## config.mk

```make
export PLATFORM = sky130hd
export DESIGN_NAME = pllc_top
export DESIGN_NICKNAME = d
export VERILOG_FILES = /design/src/logic/pllc_pkg.sv /design/src/logic/pllc_top.sv /design/src/logic/pllc_sync.sv /design/src/logic/pllc_div.sv
export SDC_FILE = /design/constraint.sdc
export NUM_CORES = 1
export LEC_CHECK = 0
export BUFFER_PORTS_ARGS = -buffer_cell sky130_fd_sc_hd__buf_2
export CAP_MARGIN = 20
export CORE_ASPECT_RATIO = 2
export CORE_MARGIN = 3
export CORE_UTILIZATION = 30
export DETAILED_ROUTE_END_ITERATION = 8
export HOLD_SLACK_MARGIN = 0.12
export PLACE_DENSITY = 0.51
export SLEW_MARGIN = 20
export SYNTH_ARGS = -nofsm -noshare
export SYNTH_HDL_FRONTEND = slang
export SYNTH_SLANG_ARGS = --single-unit
```

## constraint.sdc

```tcl
create_clock -name MCLK -period 2.4 [get_ports MCLK]
set_input_delay 0.24 -clock MCLK [delete_from_list [all_inputs] [get_ports MCLK]]
set_output_delay 0.24 -clock MCLK [all_outputs]
set_load 0.02 [all_outputs]
```

## src/logic/pllc_pkg.sv

```systemverilog
// Package for the PLL lock and bandwidth control block.
// Assumes one crystal clock MCLK at 100 MHz and an 8-bit register port.
package pllc_pkg;

    // Register offsets on the 3-bit register port
    localparam logic [2:0] OFF_CTRL = 3'h0;
    localparam logic [2:0] OFF_REFDIV = 3'h1;
    localparam logic [2:0] OFF_MULT = 3'h2;
    localparam logic [2:0] OFF_SLOW = 3'h3;
    localparam logic [2:0] OFF_STAT = 3'h4;
    localparam logic [2:0] OFF_IRQ_STAT = 3'h5;
    localparam logic [2:0] OFF_IRQ_MASK = 3'h6;
    localparam logic [2:0] OFF_CLK_SEL = 3'h7;

    // Status register bit positions
    localparam int BIT_LOCK = 0;
    localparam int BIT_TRACK = 1;

    // Control register, bit 0 upward: auto, track, power, monitor, limp
    typedef struct packed {
        logic limp_home_disable;
        logic clock_monitor_enable;
        logic pll_power_on;
        logic filter_track_select;
        logic auto_bw;
    } pllc_ctrl_t;

    // Clock mux selects: bit 0 module, bit 1 CAN, bit 2 debug
    typedef struct packed {
        logic debug_sel;
        logic can_sel;
        logic module_sel;
    } pllc_clksel_t;

    localparam logic [4:0] CTRL_RST = 5'h0D;
    localparam logic [2:0] REFDIV_RST = 3'h0;
    localparam logic [5:0] MULT_RST = 6'h00;
    localparam logic [5:0] SLOW_RST = 6'h00;
    localparam logic [2:0] CLKSEL_RST = 3'h0;

    // Stabilisation time after power-up or STOP exit
    localparam int CLK_MHZ = 100;
    localparam int STAB_NS = 1000;
    localparam int STAB_CYC = (STAB_NS * CLK_MHZ + 999) / 1000;

    // Lock detector: feedback ticks counted over a window of reference ticks
    localparam logic [3:0] WIN_LAST = 4'hF;
    localparam logic [7:0] FB_EXPECT = 8'h10;
    localparam logic [7:0] LOCK_TOL = 8'h01;
    localparam logic [7:0] UNL_TOL = 8'h02;
    localparam logic [7:0] TRK_TOL = 8'h02;
    localparam logic [7:0] UNT_TOL = 8'h04;

    typedef enum logic [3:0] {
        ST_OFF = 4'h1,
        ST_STAB = 4'h2,
        ST_RUN = 4'h4,
        ST_HALT = 4'h8
    } pllc_state_t;

endpackage

```

## src/logic/pllc_top.sv

```systemverilog
// PLL lock and bandwidth control: dividers, lock detector, filter mode.
// Assumes MCLK is the crystal clock; VCO_CLK is the VCO sense line.
//
// Overview of operation
// - Slow clock tick divides crystal by 4 to 252 in steps of 4.
// - Reference tick divides crystal by a programmable 1 to 8.
// - Feedback divider makes VCO an integer multiple 1 to 64 of reference.
// - Selected PLL keeps running in WAIT; software may turn it off.
// - STOP suspends PLL; after stabilisation it resumes if auto is set.
// - Lock detector compares divided feedback against final reference frequency.
// - Filter-mode bit zero means acquisition, one means tracking.
// - Auto mode: lock detector switches acquisition and tracking itself.
// - Auto mode: track bit read-only, set inside track, cleared outside untrack.
// - Lock bit read-only, set inside lock, cleared outside unlock tolerance.
// - Lock change in either direction requests interrupt when enabled.
// - Manual mode disables auto switching and STOP resume; lock features stay active.
// - Manual mode: track bit writable and directly selects filter mode.
// - Module, CAN and debug clock sources each follow a select bit.
// - Reset sets power-on and monitor enable, clears limp-home disable.
`timescale 1ns/1ps
`default_nettype none
module pllc_top (
    input wire logic MCLK, // Crystal clock, 100 MHz
    input wire logic SYS_RST, // Async reset, high
    input wire logic [2:0] ADDR, // Register address
    input wire logic [7:0] WR_DATA, // Write data
    input wire logic WR_EN, // Write strobe
    input wire logic RD_EN, // Read strobe
    input wire logic VCO_CLK, // VCO sense, asynchronous
    input wire logic PLL_SUPPLY_OK, // PLL supply present, asynchronous
    input wire logic STOP_MODE, // Device in STOP
    output logic [7:0] RD_DATA, // Read data, cycle after strobe
    output logic IRQ, // Lock change interrupt, level
    output logic PLL_ENABLE, // Powers the analog loop
    output logic FILTER_TRACK, // Loop filter in tracking
    output logic PLL_LOCKED, // Lock status
    output logic CLK_MON_EN, // Clock monitor enable
    output logic LIMP_HOME_DIS, // Limp-home disable
    output logic [2:0] CLK_SEL, // Debug, CAN, module selects
    output logic REF_TICK, // Final reference tick
    output logic SLOW_TICK // Slow clock tick
);
    pllc_pkg::pllc_ctrl_t ctrl;
    pllc_pkg::pllc_ctrl_t next_ctrl;
    pllc_pkg::pllc_clksel_t clksel;
    pllc_pkg::pllc_clksel_t next_clksel;
    logic [2:0] refdiv;
    logic [2:0] next_refdiv;
    logic [5:0] mult;
    logic [5:0] next_mult;
    logic [5:0] slow;
    logic [5:0] next_slow;
    logic irq_stat;
    logic next_irq_stat;
    logic lock_change_irq_enable;
    logic next_lock_change_irq_enable;
    logic [7:0] next_rd_data;
    logic next_irq;

    pllc_pkg::pllc_state_t st;
    pllc_pkg::pllc_state_t next_st;
    logic [7:0] stab_cnt;
    logic [7:0] next_stab_cnt;
    logic [3:0] win_cnt;
    logic [3:0] next_win_cnt;
    logic [7:0] fb_cnt;
    logic [7:0] next_fb_cnt;
    logic det_track;
    logic next_det_track;
    logic next_lock;
    logic next_pll_enable;
    logic next_filter_track;
    logic pon_drop;
    logic lock_chg;
    logic [7:0] diff;

    logic vco_s;
    logic vco_d;
    logic supply_ok;
    logic vco_edge;
    logic fb_tick;
    logic running;
    logic slow_hold;
    logic [7:0] slow_limit;

    // Both async pins pass two flops before any logic sees them
    pllc_sync u_vco_sync (
        .clk(MCLK),
        .rst(SYS_RST),
        .din(VCO_CLK),
        .dout(vco_s)
    );

    pllc_sync u_sup_sync (
        .clk(MCLK),
        .rst(SYS_RST),
        .din(PLL_SUPPLY_OK),
        .dout(supply_ok)
    );

    assign vco_edge = vco_s & ~vco_d;
    assign running = (st == pllc_pkg::ST_RUN);

    pllc_div #(
        .W(3)
    ) u_ref_div (
        .clk(MCLK),
        .rst(SYS_RST),
        .en(1'b1),
        .hold(1'b0),
        .limit(refdiv),
        .tick(REF_TICK)
    );

    // Feedback only counts while running, so a stale count never leaks in
    pllc_div #(
        .W(6)
    ) u_fb_div (
        .clk(MCLK),
        .rst(SYS_RST),
        .en(vco_edge),
        .hold(~running),
        .limit(mult),
        .tick(fb_tick)
    );

    // Zero in the slow field stops the slow tick
    assign slow_hold = (slow == 6'h00);
    assign slow_limit = {slow, 2'b00} - 8'h01;

    pllc_div #(
        .W(8)
    ) u_slow_div (
        .clk(MCLK),
        .rst(SYS_RST),
        .en(1'b1),
        .hold(slow_hold),
        .limit(slow_limit),
        .tick(SLOW_TICK)
    );

    // Sequencer and lock detector
    always_comb
    begin
        next_st = st;
        next_stab_cnt = stab_cnt;
        next_win_cnt = win_cnt;
        next_fb_cnt = fb_cnt;
        next_det_track = det_track;
        next_lock = PLL_LOCKED;
        pon_drop = 1'b0;
        diff = (fb_cnt > pllc_pkg::FB_EXPECT) ? fb_cnt - pllc_pkg::FB_EXPECT
            : pllc_pkg::FB_EXPECT - fb_cnt;
        case (st)
            pllc_pkg::ST_OFF:
            begin
                if (ctrl.pll_power_on && supply_ok)
                    next_st = pllc_pkg::ST_STAB;
            end
            pllc_pkg::ST_STAB:
            begin
                next_stab_cnt = stab_cnt + 8'h01;
                if (!ctrl.pll_power_on || !supply_ok)
                    next_st = pllc_pkg::ST_OFF;
                else if (STOP_MODE)
                    next_st = pllc_pkg::ST_HALT;
                else if (stab_cnt == 8'(pllc_pkg::STAB_CYC - 1))
                    next_st = pllc_pkg::ST_RUN;
            end
            pllc_pkg::ST_RUN:
            begin
                // WAIT is not a stop condition: the loop keeps running
                if (!ctrl.pll_power_on || !supply_ok)
                    next_st = pllc_pkg::ST_OFF;
                else if (STOP_MODE)
                    next_st = pllc_pkg::ST_HALT;
            end
            pllc_pkg::ST_HALT:
            begin
                if (!ctrl.pll_power_on || !supply_ok)
                    next_st = pllc_pkg::ST_OFF;
                else if (!STOP_MODE)
                begin
                    // Manual mode does not resume on its own after STOP
                    if (ctrl.auto_bw)
                        next_st = pllc_pkg::ST_STAB;
                    else
                    begin
                        next_st = pllc_pkg::ST_OFF;
                        pon_drop = 1'b1;
                    end
                end
            end
            default:
                next_st = pllc_pkg::ST_OFF;
        endcase
        if (next_st != pllc_pkg::ST_STAB)
            next_stab_cnt = 8'h00;

        // Lock drops with loop power, so it is never seen with the loop off
        if (!running || (next_st != pllc_pkg::ST_RUN))
        begin
            next_win_cnt = 4'h0;
            next_fb_cnt = 8'h00;
            next_det_track = 1'b0;
            next_lock = 1'b0;
        end
        else
        begin
            // Saturate so a runaway VCO cannot wrap back into tolerance
            if (fb_tick && fb_cnt != 8'hFF)
                next_fb_cnt = fb_cnt + 8'h01;
            if (REF_TICK)
            begin
                next_win_cnt = win_cnt + 4'h1;
                if (win_cnt == pllc_pkg::WIN_LAST)
                begin
                    next_fb_cnt = {7'h00, fb_tick};
                    if (diff <= pllc_pkg::LOCK_TOL)
                        next_lock = 1'b1;
                    else if (diff > pllc_pkg::UNL_TOL)
                        next_lock = 1'b0;
                    if (diff <= pllc_pkg::TRK_TOL)
                        next_det_track = 1'b1;
                    else if (diff > pllc_pkg::UNT_TOL)
                        next_det_track = 1'b0;
                end
            end
        end
        lock_chg = (next_lock != PLL_LOCKED);
        next_pll_enable = (next_st == pllc_pkg::ST_STAB) || (next_st == pllc_pkg::ST_RUN);
        // Auto follows the detector; manual follows the control bit
        if (ctrl.auto_bw)
            next_filter_track = next_det_track;
        else
            next_filter_track = ctrl.filter_track_select;
    end

    always_ff @(posedge MCLK or posedge SYS_RST)
    begin
        if (SYS_RST)
        begin
            st <= pllc_pkg::ST_OFF;
            stab_cnt <= 8'h00;
            win_cnt <= 4'h0;
            fb_cnt <= 8'h00;
            det_track <= 1'b0;
            PLL_LOCKED <= 1'b0;
            PLL_ENABLE <= 1'b0;
            FILTER_TRACK <= 1'b0;
            vco_d <= 1'b0;
        end
        else
        begin
            st <= next_st;
            stab_cnt <= next_stab_cnt;
            win_cnt <= next_win_cnt;
            fb_cnt <= next_fb_cnt;
            det_track <= next_det_track;
            PLL_LOCKED <= next_lock;
            PLL_ENABLE <= next_pll_enable;
            FILTER_TRACK <= next_filter_track;
            vco_d <= vco_s;
        end
    end

    // Register file and interrupt
    always_comb
    begin
        next_ctrl = ctrl;
        next_clksel = clksel;
        next_refdiv = refdiv;
        next_mult = mult;
        next_slow = slow;
        next_lock_change_irq_enable = lock_change_irq_enable;
        next_irq_stat = irq_stat;
        next_rd_data = 8'h00;
        if (WR_EN)
        begin
            if (ADDR == pllc_pkg::OFF_CTRL)
            begin
                next_ctrl = pllc_pkg::pllc_ctrl_t'(WR_DATA[4:0]);
                // Track bit is an indicator only under auto control
                if (ctrl.auto_bw)
                    next_ctrl.filter_track_select = ctrl.filter_track_select;
            end
            else if (ADDR == pllc_pkg::OFF_REFDIV)
                next_refdiv = WR_DATA[2:0];
            else if (ADDR == pllc_pkg::OFF_MULT)
                next_mult = WR_DATA[5:0];
            else if (ADDR == pllc_pkg::OFF_SLOW)
                next_slow = WR_DATA[5:0];
            else if (ADDR == pllc_pkg::OFF_IRQ_MASK)
                next_lock_change_irq_enable = WR_DATA[0];
            else if (ADDR == pllc_pkg::OFF_CLK_SEL)
                next_clksel = pllc_pkg::pllc_clksel_t'(WR_DATA[2:0]);
        end
        if (pon_drop)
            next_ctrl.pll_power_on = 1'b0;
        if (RD_EN)
        begin
            if (ADDR == pllc_pkg::OFF_CTRL)
            begin
                next_rd_data[4:0] = ctrl;
                next_rd_data[1] = FILTER_TRACK;
            end
            else if (ADDR == pllc_pkg::OFF_REFDIV)
                next_rd_data[2:0] = refdiv;
            else if (ADDR == pllc_pkg::OFF_MULT)
                next_rd_data[5:0] = mult;
            else if (ADDR == pllc_pkg::OFF_SLOW)
                next_rd_data[5:0] = slow;
            else if (ADDR == pllc_pkg::OFF_STAT)
            begin
                next_rd_data[pllc_pkg::BIT_LOCK] = PLL_LOCKED;
                next_rd_data[pllc_pkg::BIT_TRACK] = FILTER_TRACK;
            end
            else if (ADDR == pllc_pkg::OFF_IRQ_STAT)
            begin
                next_rd_data[0] = irq_stat;
                next_irq_stat = 1'b0;
            end
            else if (ADDR == pllc_pkg::OFF_IRQ_MASK)
                next_rd_data[0] = lock_change_irq_enable;
            else if (ADDR == pllc_pkg::OFF_CLK_SEL)
                next_rd_data[2:0] = clksel;
        end
        // A lock change in the clearing cycle still lands
        if (lock_chg)
            next_irq_stat = 1'b1;
        next_irq = next_irq_stat & next_lock_change_irq_enable;
    end

    always_ff @(posedge MCLK or posedge SYS_RST)
    begin
        if (SYS_RST)
        begin
            ctrl <= pllc_pkg::CTRL_RST;
            clksel <= pllc_pkg::CLKSEL_RST;
            refdiv <= pllc_pkg::REFDIV_RST;
            mult <= pllc_pkg::MULT_RST;
            slow <= pllc_pkg::SLOW_RST;
            lock_change_irq_enable <= 1'b0;
            irq_stat <= 1'b0;
            IRQ <= 1'b0;
            RD_DATA <= 8'h00;
            CLK_MON_EN <= 1'b1;
            LIMP_HOME_DIS <= 1'b0;
            CLK_SEL <= pllc_pkg::CLKSEL_RST;
        end
        else
        begin
            ctrl <= next_ctrl;
            clksel <= next_clksel;
            refdiv <= next_refdiv;
            mult <= next_mult;
            slow <= next_slow;
            lock_change_irq_enable <= next_lock_change_irq_enable;
            irq_stat <= next_irq_stat;
            IRQ <= next_irq;
            RD_DATA <= next_rd_data;
            CLK_MON_EN <= next_ctrl.clock_monitor_enable;
            LIMP_HOME_DIS <= next_ctrl.limp_home_disable;
            CLK_SEL <= next_clksel;
        end
    end
endmodule
`default_nettype wire

```

## src/logic/pllc_sync.sv

```systemverilog
// Two-flop synchroniser for one asynchronous level.
// Assumes the input is quasi-static relative to MCLK.
`timescale 1ns/1ps
`default_nettype none
module pllc_sync (
    input wire logic clk, // Destination clock
    input wire logic rst, // Async reset, high
    input wire logic din, // Asynchronous level
    output logic dout // Synchronised level
);
    logic meta;
    logic next_meta;
    logic next_dout;

    always_comb
    begin
        next_meta = din;
        next_dout = meta;
    end

    always_ff @(posedge clk or posedge rst)
    begin
        if (rst)
        begin
            meta <= 1'b0;
            dout <= 1'b0;
        end
        else
        begin
            meta <= next_meta;
            dout <= next_dout;
        end
    end
endmodule
`default_nettype wire

```

## src/logic/pllc_div.sv

```systemverilog
// Programmable divider: one tick per (limit + 1) enabled cycles.
// Assumes en and hold come from logic on the same clock.
`timescale 1ns/1ps
`default_nettype none
module pllc_div #(
    parameter int W = 8 // Counter width
) (
    input wire logic clk, // Clock
    input wire logic rst, // Async reset, high
    input wire logic en, // Count enable
    input wire logic hold, // Clear and hold counter
    input wire logic [W-1:0] limit, // Terminal count
    output logic tick // One-cycle pulse
);
    logic [W-1:0] cnt;
    logic [W-1:0] next_cnt;
    logic next_tick;

    always_comb
    begin
        next_cnt = cnt;
        next_tick = 1'b0;
        if (hold)
            next_cnt = '0;
        else if (en)
        begin
            if (cnt >= limit)
            begin
                next_cnt = '0;
                next_tick = 1'b1;
            end
            else
                next_cnt = cnt + 1'b1;
        end
    end

    always_ff @(posedge clk or posedge rst)
    begin
        if (rst)
        begin
            cnt <= '0;
            tick <= 1'b0;
        end
        else
        begin
            cnt <= next_cnt;
            tick <= next_tick;
        end
    end
endmodule
`default_nettype wire

```

* After elaboration in Yosys (flattened, before gate mapping)
Index checks and enable logic that the tools add are counted.
Storage, ports and cells: register bits 88, input bits 18, logic and storage cells 193
Operators by class: $add $sub $neg 9, magnitude comparators 8, eq/ne operators 20, mux-type cells 94, bitwise logic cells 7, reduce and logical (&&, ||, !) cells 20
Operators with widths (count):
- 2-to-1 mux 8 bit | 9
- 2-to-1 mux 3 bit | 23
- 2-to-1 mux 1 bit | 41
- 2-to-1 mux 4 bit | 10
- 2-to-1 mux 6 bit | 5
- adder 8 x 1 -> 8 bit, second input constant | 3
- case mux 4 bit (4 select lines) | 1
- equality test 3 bit, second input constant | 4
- equality test 4 x 2 -> 1 bit, second input constant | 2
- equality test 4 x 3 -> 1 bit, second input constant | 2
- equality test 4 bit, second input constant | 2
- equality test 8 x 7 -> 1 bit, second input constant | 1
- greater-or-equal comparator 8 bit | 1
- greater-than comparator 8 x 2 -> 1 bit, second input constant | 1
- greater-than comparator 8 x 3 -> 1 bit, second input constant | 1
- greater-than comparator 8 x 5 -> 1 bit, second input constant | 1
- less-or-equal comparator 8 x 1 -> 1 bit, second input constant | 1
- less-or-equal comparator 8 x 2 -> 1 bit, second input constant | 1
- 2-to-1 mux 2 bit | 4
- != test 8 bit, second input constant | 1
- nonzero test 2 bit | 4
- subtractor 5 x 8 -> 8 bit, first input constant | 1
- subtractor 8 x 1 -> 8 bit, second input constant | 1
- subtractor 8 x 5 -> 8 bit, second input constant | 1
- other kinds (24) | 37

* Logic depth before layout (Yosys ltp)
Gate-level depths: netlist of the first run.
word-level depth 18, mapped depth 8

* Modules after synthesis
From an unflattened synthesis of the first run, not the netlist that was laid out.
Second synthesis, totals: cell total of the unflattened synthesis 489, area total of the unflattened synthesis 4929.7 µm²
By module, submodules not included:
- pllc_top | instances 1, cells each 330, area an instance 3369.5 µm²
- pllc_div at u_slow_div | instances 1, cells each 73, area an instance 683.2 µm²
- pllc_div at u_fb_div | instances 1, cells each 52, area an instance 496.7 µm²
- pllc_div at u_ref_div | instances 1, cells each 28, area an instance 272.8 µm²
- pllc_sync | instances 2, cells each 3, area an instance 53.8 µm²

* Worst setup path before layout of the first run
OpenSTA, ideal clock, no wires.
kind flip-flop to flip-flop, start register fb_cnt[1], end register irq_stat, library setup time 131 ps, arrival 2174 ps, slack 95 ps, stages on the path, launching flop included 9, path buffers 0, clock period less this slack 2305 ps, cell sequence dfrtp_1 -> inv_1 -> ha_1 -> and4bb_2 -> nor4_1 -> a311oi_1 -> nor4_4 -> a211oi_1 -> or3_1
Between the ends: cells in the longest elaborated chain, start to end 10, elaborated cells between the ends (all ways) 13, classes of those cells add/sub (2); order compare (3); eq/ne (1); mux (7)
RTL lines:
- start, declared | RTL line pllc_top.sv:66 | logic [7:0] fb_cnt;
- start signal, assigned | RTL line pllc_top.sv:258 | fb_cnt <= next_fb_cnt;
- subtractor 5 x 8 -> 8 bit (tied with other cells) | RTL line pllc_top.sv:153 | : pllc_pkg::FB_EXPECT - fb_cnt;
- 2-to-1 mux 8 bit (*) | RTL line pllc_top.sv:152 | diff = (fb_cnt > pllc_pkg::FB_EXPECT) ? fb_cnt - pllc_pkg::FB_EXPECT
- greater-than comparator 8 x 2 -> 1 bit | RTL line pllc_top.sv:221 | else if (diff > pllc_pkg::UNL_TOL)
- 2-to-1 mux 1 bit | RTL line pllc_top.sv:221
- 2-to-1 mux 1 bit (*) | RTL line pllc_top.sv:219 | if (diff <= pllc_pkg::LOCK_TOL)
- 2-to-1 mux 1 bit (*) | RTL line pllc_top.sv:216 | if (win_cnt == pllc_pkg::WIN_LAST)
- 2-to-1 mux 1 bit (*) | RTL line pllc_top.sv:213 | if (REF_TICK)
- 2-to-1 mux 1 bit (*) | RTL line pllc_top.sv:201 | if (!running || (next_st != pllc_pkg::ST_RUN))
- != test 1 bit (*) | RTL line pllc_top.sv:230 | lock_chg = (next_lock != PLL_LOCKED);
- 2-to-1 mux 1 bit (*) | RTL line pllc_top.sv:329 | if (lock_chg)
- via next_irq_stat | RTL line pllc_top.sv:54 | logic next_irq_stat;
- end signal, assigned | RTL line pllc_top.sv:359 | irq_stat <= next_irq_stat;
- end, declared | RTL line pllc_top.sv:53 | logic irq_stat;
The timed path passes the listed nets; every way through them passes the cells marked *. A chain may end at the register's enable or synchronous reset.

* Worst setup path after layout of the first run
start register fb_cnt[5], end register irq_stat
The elaborated chain is that of the path after synthesis.

==> impl_metrics.py, run 1 <==
metrics = {
    "clock_network": {
        "cts_made_buffers": 9,
        "clk_pin_slew_ns": 0.07,
        "htreeDepth": 3,
        "clkSinkCount": 85,
        "clock_insertion_delay_worst_skew_ns": 0.33,
        "cts_tree": "built",
        "clockRootBuffer": "clkbuf_16",
        "clock_path_buffers": 2,
    },
    "timing": {
        "setup_viol": 0,
        "drv_slew": 0,
        "rsz0062_at_grt": "false",
        "worst_pin_slew_ns": 0.541,
        "slew_headroom": 0.639,
        "fin_crit_ns": 2.27,
        "finalSetupTns_ns": 0,
        "fmax_ghz": 0.441,
        "finalHoldViolCount": 0,
        "whs_ns": 0.139,
        "fin_crit_sh": 0.944,
        "clock_skew_ns": 0.0106,
    },
    "detailed_routing": {
        "wl_per_cell_um": 15.0,
        "drt-total-wl_um": 10800,
        "final_antenna_net_count": 0,
        "drc": 0,
        "viasPerCell": 4.92,
        "dr.first_iter.drc_count": 252,
        "first_pass_iters": 4,
        "vias": 3526,
    },
    "synth": {
        "synth_edf_count": 0,
        "ys_seq_area_frac": 0.458,
        "ys_seq_elements": 85,
        "synthArstFlopShare": 1.00,
        "synth_cell_types": 63,
        "synth_top_flop_cell": "dfrtp_1",
        "yosys_warnings": 0,
        "synth_area_mm2": 0.00465,
        "syn_area_per_cell_um2": 10.0,
        "synth_cells": 464,
    },
    "floorplan": {
        "design.core.area_mm2": 0.0150,
        "die_area_mm2": 0.0171,
        "start_util": 0.311,
        "ios": 37,
        "die_w_um": 94.1,
        "row_count": 63,
        "die_h_um": 182,
    },
    "pwr": {
        "p_per_area_mw_per_mm2": 750,
        "ir_drop_mv": 0.381,
        "p_total_uw": 4130,
        "leakagePower_uw": 0.00245,
    },
    "global_route": {
        "grt_overflow": 0,
        "grt_first_pass_wirelength_um": 18300,
        "antenna_found_initial": 0,
        "grtUsageTotal": 0.135,
        "grt_pass1_vias": 3701,
        "grt_max_degree": 86,
    },
    "worst_setup_path": {
        "rr_worst_depth": 8,
        "cp_data_required_time_ns": 2.61,
        "cp_max_fo": 4,
        "cp_slowest_cell": "a311oi_1",
        "crit_chain": "inv_1 -> ha_1 -> and4bb_2 -> a21o_1 -> a311oi_1 -> nor4_4 -> and4_1 -> or3_1",
        "crit_path_end_kind": "flop",
        "critical_path_class": "flop to flop",
        "cp.arrival_ns": 2.47,
        "slowest_delay_ns": 0.46,
        "start_kind": "flop",
    },
    "cells_and_area": {
        "final_util": 0.367,
        "diodes": 0,
        "fin_nets": 564,
        "layout_commonest_cell": "dfrtp_1",
        "drive_above_1_share": 0.195,
        "syn2layout_area_growth_pct": 18.2,
        "final_cell_mix": "81 x dfrtp_1, 52 x nor2_1, 36 x nand2_1, 32 x buf_2, 29 x ha_1",
        "fill_cells": 1542,
    },
    "place": {
        "dp_hpwl_um": 8180,
        "routabilityCongestion": 0.889,
        "portBuffers": 32,
    },
    "job": {
        "cap_violations": 0,
    },
    "hold_path": {
        "hold_path_class": "primary input to flop",
        "worstHoldPathCells": 3,
    },
    "run_status": {
        "status": "finished, final reports clean",
    },
}
==> cells in the mapped netlist (5+ instances only) <==
cell / count / area (µm²)
xor2_1: 18 / 158
nor2b_1: 5 / 31.3
a21oi_1: 9 / 45.0
clkbuf_1: 5 / 18.8
nand3_1: 16 / 80.1
o21ai_0: 22 / 110
nand2_1: 36 / 135
and2_1: 7 / 43.8
nand2b_1: 6 / 37.5
inv_1: 27 / 101
nor2_1: 52 / 195
ha_1: 29 / 363
o211ai_1: 6 / 45.0
dfrtp_1: 81 / 2030
nor3_1: 6 / 30.0
a211oi_1: 5 / 37.5
nand4_1: 8 / 50.1
mux2_2: 18 / 203
a21o_1: 8 / 60.1
a22oi_1: 5 / 37.5
mux2i_1: 6 / 60.1
xnor2_1: 16 / 140
==> worst paths after layout <==
| path | startpoint | end | slack, ns |
|---|---|---|---|
| worst max-delay path | fb_cnt[5] | irq_stat | 0.13 |
| worst min-delay path | WR_DATA[5] | mult[5] | 0.14 |
| worst max register to register | fb_cnt[5] | irq_stat | 0.13 |
| worst min register to register | u_sup_sync.meta | u_sup_sync.dout | 0.35 |
| max in group asynchronous | SYS_RST | ctrl[2] | 1.44 |
| min in group asynchronous | SYS_RST | refdiv[2] | 0.58 |
==> critical path: cells and delay by family (launching register included) <==
family | cells | cell delay (ns)
AO/OA/AOI/OAI | 2 | 0.63
adder cells (fa/ha/maj) | 1 | 0.19
buffers and inverters | 1 | 0.10
flip-flops | 1 | 0.34
AND/OR/NAND/NOR | 4 | 0.88
==> final cells by class <==
class	instances	area, µm²	share of cell area
Clock buffer	10	239	0.0434
Inverter	27	105	0.0191
Timing Repair Buffer	56	360	0.0655
Sequential cell	85	2130	0.388
Clock inverter	6	71.3	0.0130
Tap cell	195	244	0.0444
Multi-Input combinational cell	338	2350	0.427
==> cells by family (layout without fill, tap and decap cells) <==
logic type | after synthesis | after routing | share of synthesized area
other | 1 | 2 | 0.000806
AO/OA/AOI/OAI | 83 | 83 | 0.121
flip-flops | 85 | 85 | 0.458
buffers and inverters | 42 | 99 | 0.0390
XOR/XNOR | 34 | 34 | 0.0640
AND/OR/NAND/NOR | 166 | 166 | 0.183
adder cells (fa/ha/maj) | 29 | 29 | 0.0780
multiplexers | 24 | 24 | 0.0565
==> power by group <==
group	leakage, µW	internal, µW	switching [µW]
Clock	0.000145	842	575
Sequential	0.00110	1640	194
Combinational	0.00120	400	472
==> stage by stage <==
stage | area [µm²] | worst slack (ns) | cells
after global routing | 5500 | 0.00995 | 717
after floorplan | 4660 | 0.0947 | 465
after global placement | 5150 | 0.155 | 697
after CTS | 5490 | 0.0856 | 716
after detailed placement | 5150 | 0.0982 | 697
final | 5500 | 0.133 | 717
==> state kept, by name, summed over array words and instances, names as in the netlist, 4 cells and up <==
signal	count
u_fb_div.cnt	6
fb_cnt	8
RD_DATA	6
win_cnt	4
u_slow_div.cnt	8
ctrl	5
mult	6
stab_cnt	8
slow	6
st	4
==> routing by layer <==
layer,wire [µm],global-route usage,up-vias
met3,324,0.0239,15
li1,-,-,1735
met2,6230,0.255,63
met4,298,0.0567,0
met1,3910,0.141,1713
met5,0,0,-
==> timing repair <==
action                                  4_1_cts  5_1_grt
buffers inserted                              0        1
gates resized for setup                       0        2
hold endpoints to repair                     83        0
hold buffers                                  3        0
endpoints found under the setup margin        0       14
No activity file was read; power rests on OpenSTA's default activity.
==> run 2, diff against run 1 <==
--- a/config.mk
+++ b/config.mk
@@ -6,13 +6,13 @@
 export NUM_CORES = 1
 export LEC_CHECK = 0
 export BUFFER_PORTS_ARGS = -buffer_cell sky130_fd_sc_hd__buf_2
-export CAP_MARGIN = 20
+export CAP_MARGIN = 5
 export CORE_ASPECT_RATIO = 2
 export CORE_MARGIN = 3
 export CORE_UTILIZATION = 30
 export DETAILED_ROUTE_END_ITERATION = 8
 export HOLD_SLACK_MARGIN = 0.12
-export PLACE_DENSITY = 0.51
+export PLACE_DENSITY = 0.5
 export SLEW_MARGIN = 20
 export SYNTH_ARGS = -nofsm -noshare
 export SYNTH_HDL_FRONTEND = slang
==> constraint.sdc (replaced) <==
create_clock -name MCLK -period 2.28 [get_ports MCLK]
set_input_delay 0.228 -clock MCLK [delete_from_list [all_inputs] [get_ports MCLK]]
set_output_delay 0.228 -clock MCLK [all_outputs]
set_load 0.02 [all_outputs]
==> impl_metrics.py, run 2 (same netlist as run 1, synthesis figures left out) <==
metrics = {
    "run_status": {
        "status": "finished, final reports clean",
    },
    "pwr": {
        "p_per_area_mw_per_mm2": 772,
        "leakagePower_uw": 0.00250,
        "ir_drop_mv": 0.319,
        "p_total_uw": 4320,
    },
    "place": {
        "dp_hpwl_um": 8120,
        "dp.cells": 701,
        "routabilityCongestion": 0.822,
        "place_ws_ns": 0.0853,
        "portBuffers": 32,
    },
    "cells_and_area": {
        "fin_nets": 570,
        "layout_commonest_cell": "dfrtp_1",
        "top_regs": "fb_cnt x8, stab_cnt x8, u_slow_div.cnt x8",
        "final_cell_mix": "81 x dfrtp_1, 52 x nor2_1, 36 x nand2_1, 32 x buf_2",
        "diodes": 0,
        "stdcell_count": 723,
        "final_util": 0.374,
        "drive_above_1_share": 0.229,
        "syn2layout_area_growth_pct": 20.2,
    },
    "detailed_routing": {
        "top_layer": "met4",
        "met2_length_um": 6230,
        "vias": 3511,
        "drc": 0,
        "drt-met1-wl_um": 3940,
        "drt-total-wl_um": 10800,
        "wl_per_cell_um": 14.9,
        "met3WireLength_um": 274,
        "viasPerCell": 4.86,
        "dr.first_iter.drc_count": 120,
        "final_antenna_net_count": 0,
        "first_pass_iters": 4,
    },
    "floorplan": {
        "row_count": 63,
        "die_h_um": 182,
        "ios": 37,
        "design.core.area_mm2": 0.0150,
        "die_w_um": 94.1,
        "die_area_mm2": 0.0171,
        "start_util": 0.311,
    },
    "worst_setup_path": {
        "cp.arrival_ns": 2.39,
        "critical_path_class": "flop to flop",
        "crit_path_end_kind": "flop",
        "cp_slowest_cell": "or4b_1",
        "rr_worst_depth": 7,
        "start_kind": "flop",
        "cp_data_required_time_ns": 2.49,
        "cp_max_fo": 5,
        "crit_chain": "buf_4 -> or4b_1 -> o21ai_0 -> a311oi_2 -> nor4_4 -> a211oi_2 -> or3_1",
        "slowest_delay_ns": 0.49,
    },
    "timing": {
        "fin_crit_ns": 2.17,
        "worst_pin_slew_ns": 0.500,
        "fmax_ghz": 0.460,
        "finalHoldViolCount": 0,
        "slew_headroom": 0.662,
        "fin_crit_sh": 0.953,
        "setup_viol": 0,
        "setup_ws_ns": 0.107,
        "drv_slew": 0,
        "clock_skew_ns": 0.00668,
        "rsz0062_at_grt": "true",
        "finalSetupTns_ns": 0,
    },
    "global_route": {
        "antenna_found_initial": 0,
        "grt_overflow": 0,
        "grt_pass1_vias": 3725,
        "grtUsageTotal": 0.133,
        "grt_max_degree": 86,
        "grt_first_pass_wirelength_um": 18100,
    },
    "clock_network": {
        "clock_insertion_delay_worst_skew_ns": 0.34,
        "cts_tree": "built",
        "cts_made_buffers": 9,
        "htreeDepth": 3,
        "clkSinkCount": 85,
        "clock_path_buffers": 2,
        "clk_pin_slew_ns": 0.07,
        "clockRootBuffer": "clkbuf_16",
    },
    "job": {
        "cap_violations": 0,
    },
    "hold_path": {
        "worstHoldPathCells": 3,
        "hold_path_class": "primary input to flop",
    },
}
run 2: cell types whose count changed in the layout (fill, tap and decap cells not counted), sizes merged:
cell / change
buf: +6
clkbuf: -1
clkinv: +2
clkinvlp: -1
run 2: what timing repair did:
| action | 4_1_cts | 5_1_grt |
|---|---|---|
| buffers inserted | 0 | 3 |
| endpoints found under the setup margin | 0 | 17 |
| resized for setup | 0 | 17 |
| hold buffers | 3 | 0 |
| hold endpoints to repair | 83 | 0 |
run 2: where the power goes:
part / leakage, µW / switching, µW / total, µW / internal [µW]
Sequential: 0.00110 / 196 / 1930 / 1730
Clock: 0.000146 / 617 / 1470 / 853
Combinational: 0.00125 / 491 / 923 / 432
run 2: through the flow:
step | hold WS (ns) | area, µm²
6_report | 0.137 | 5590
5_1_grt | 0.143 | 5590
4_1_cts | 0.127 | 5510
3_5_place_dp | 0.335 | 5180
3_3_place_gp | 0.335 | 5180
2_1_floorplan | 0.259 | 4660
run 2: cell type report:
class / count / area (µm²)
fill: 1519 / 9380
tap: 195 / 244
multi-input combinational: 338 / 2410
clock inverter: 7 / 73.8
clock buffer: 9 / 225
sequential: 85 / 2130
timing repair buffer: 62 / 405
inverter: 27 / 105
run 2: final timing paths:
kind	to	start	slack, ns
max	irq_stat	fb_cnt[4]	0.11
min	mult[4]	WR_DATA[4]	0.14
max reg2reg	irq_stat	fb_cnt[4]	0.11
min reg2reg	u_sup_sync.dout	u_sup_sync.meta	0.35
max in group asynchronous	ctrl[3]	SYS_RST	1.31
min in group asynchronous	u_ref_div.cnt[2]	SYS_RST	0.54
run 2: routing by layer:
layer / GRT usage / up-vias
met4: 0.0648 / 0
met2: 0.255 / 45
met3: 0.0219 / 16
li1: - / 1743
met1: 0.135 / 1707
met5: 0 / -
run 2: worst max-delay path, delay by kind of cell, from the launching register on:
family	cells	cell delay, ns
AND/OR/NAND/NOR	3	1.15
flip-flops	1	0.41
AO/OA/AOI/OAI	3	0.32
buffers and inverters	1	0.17
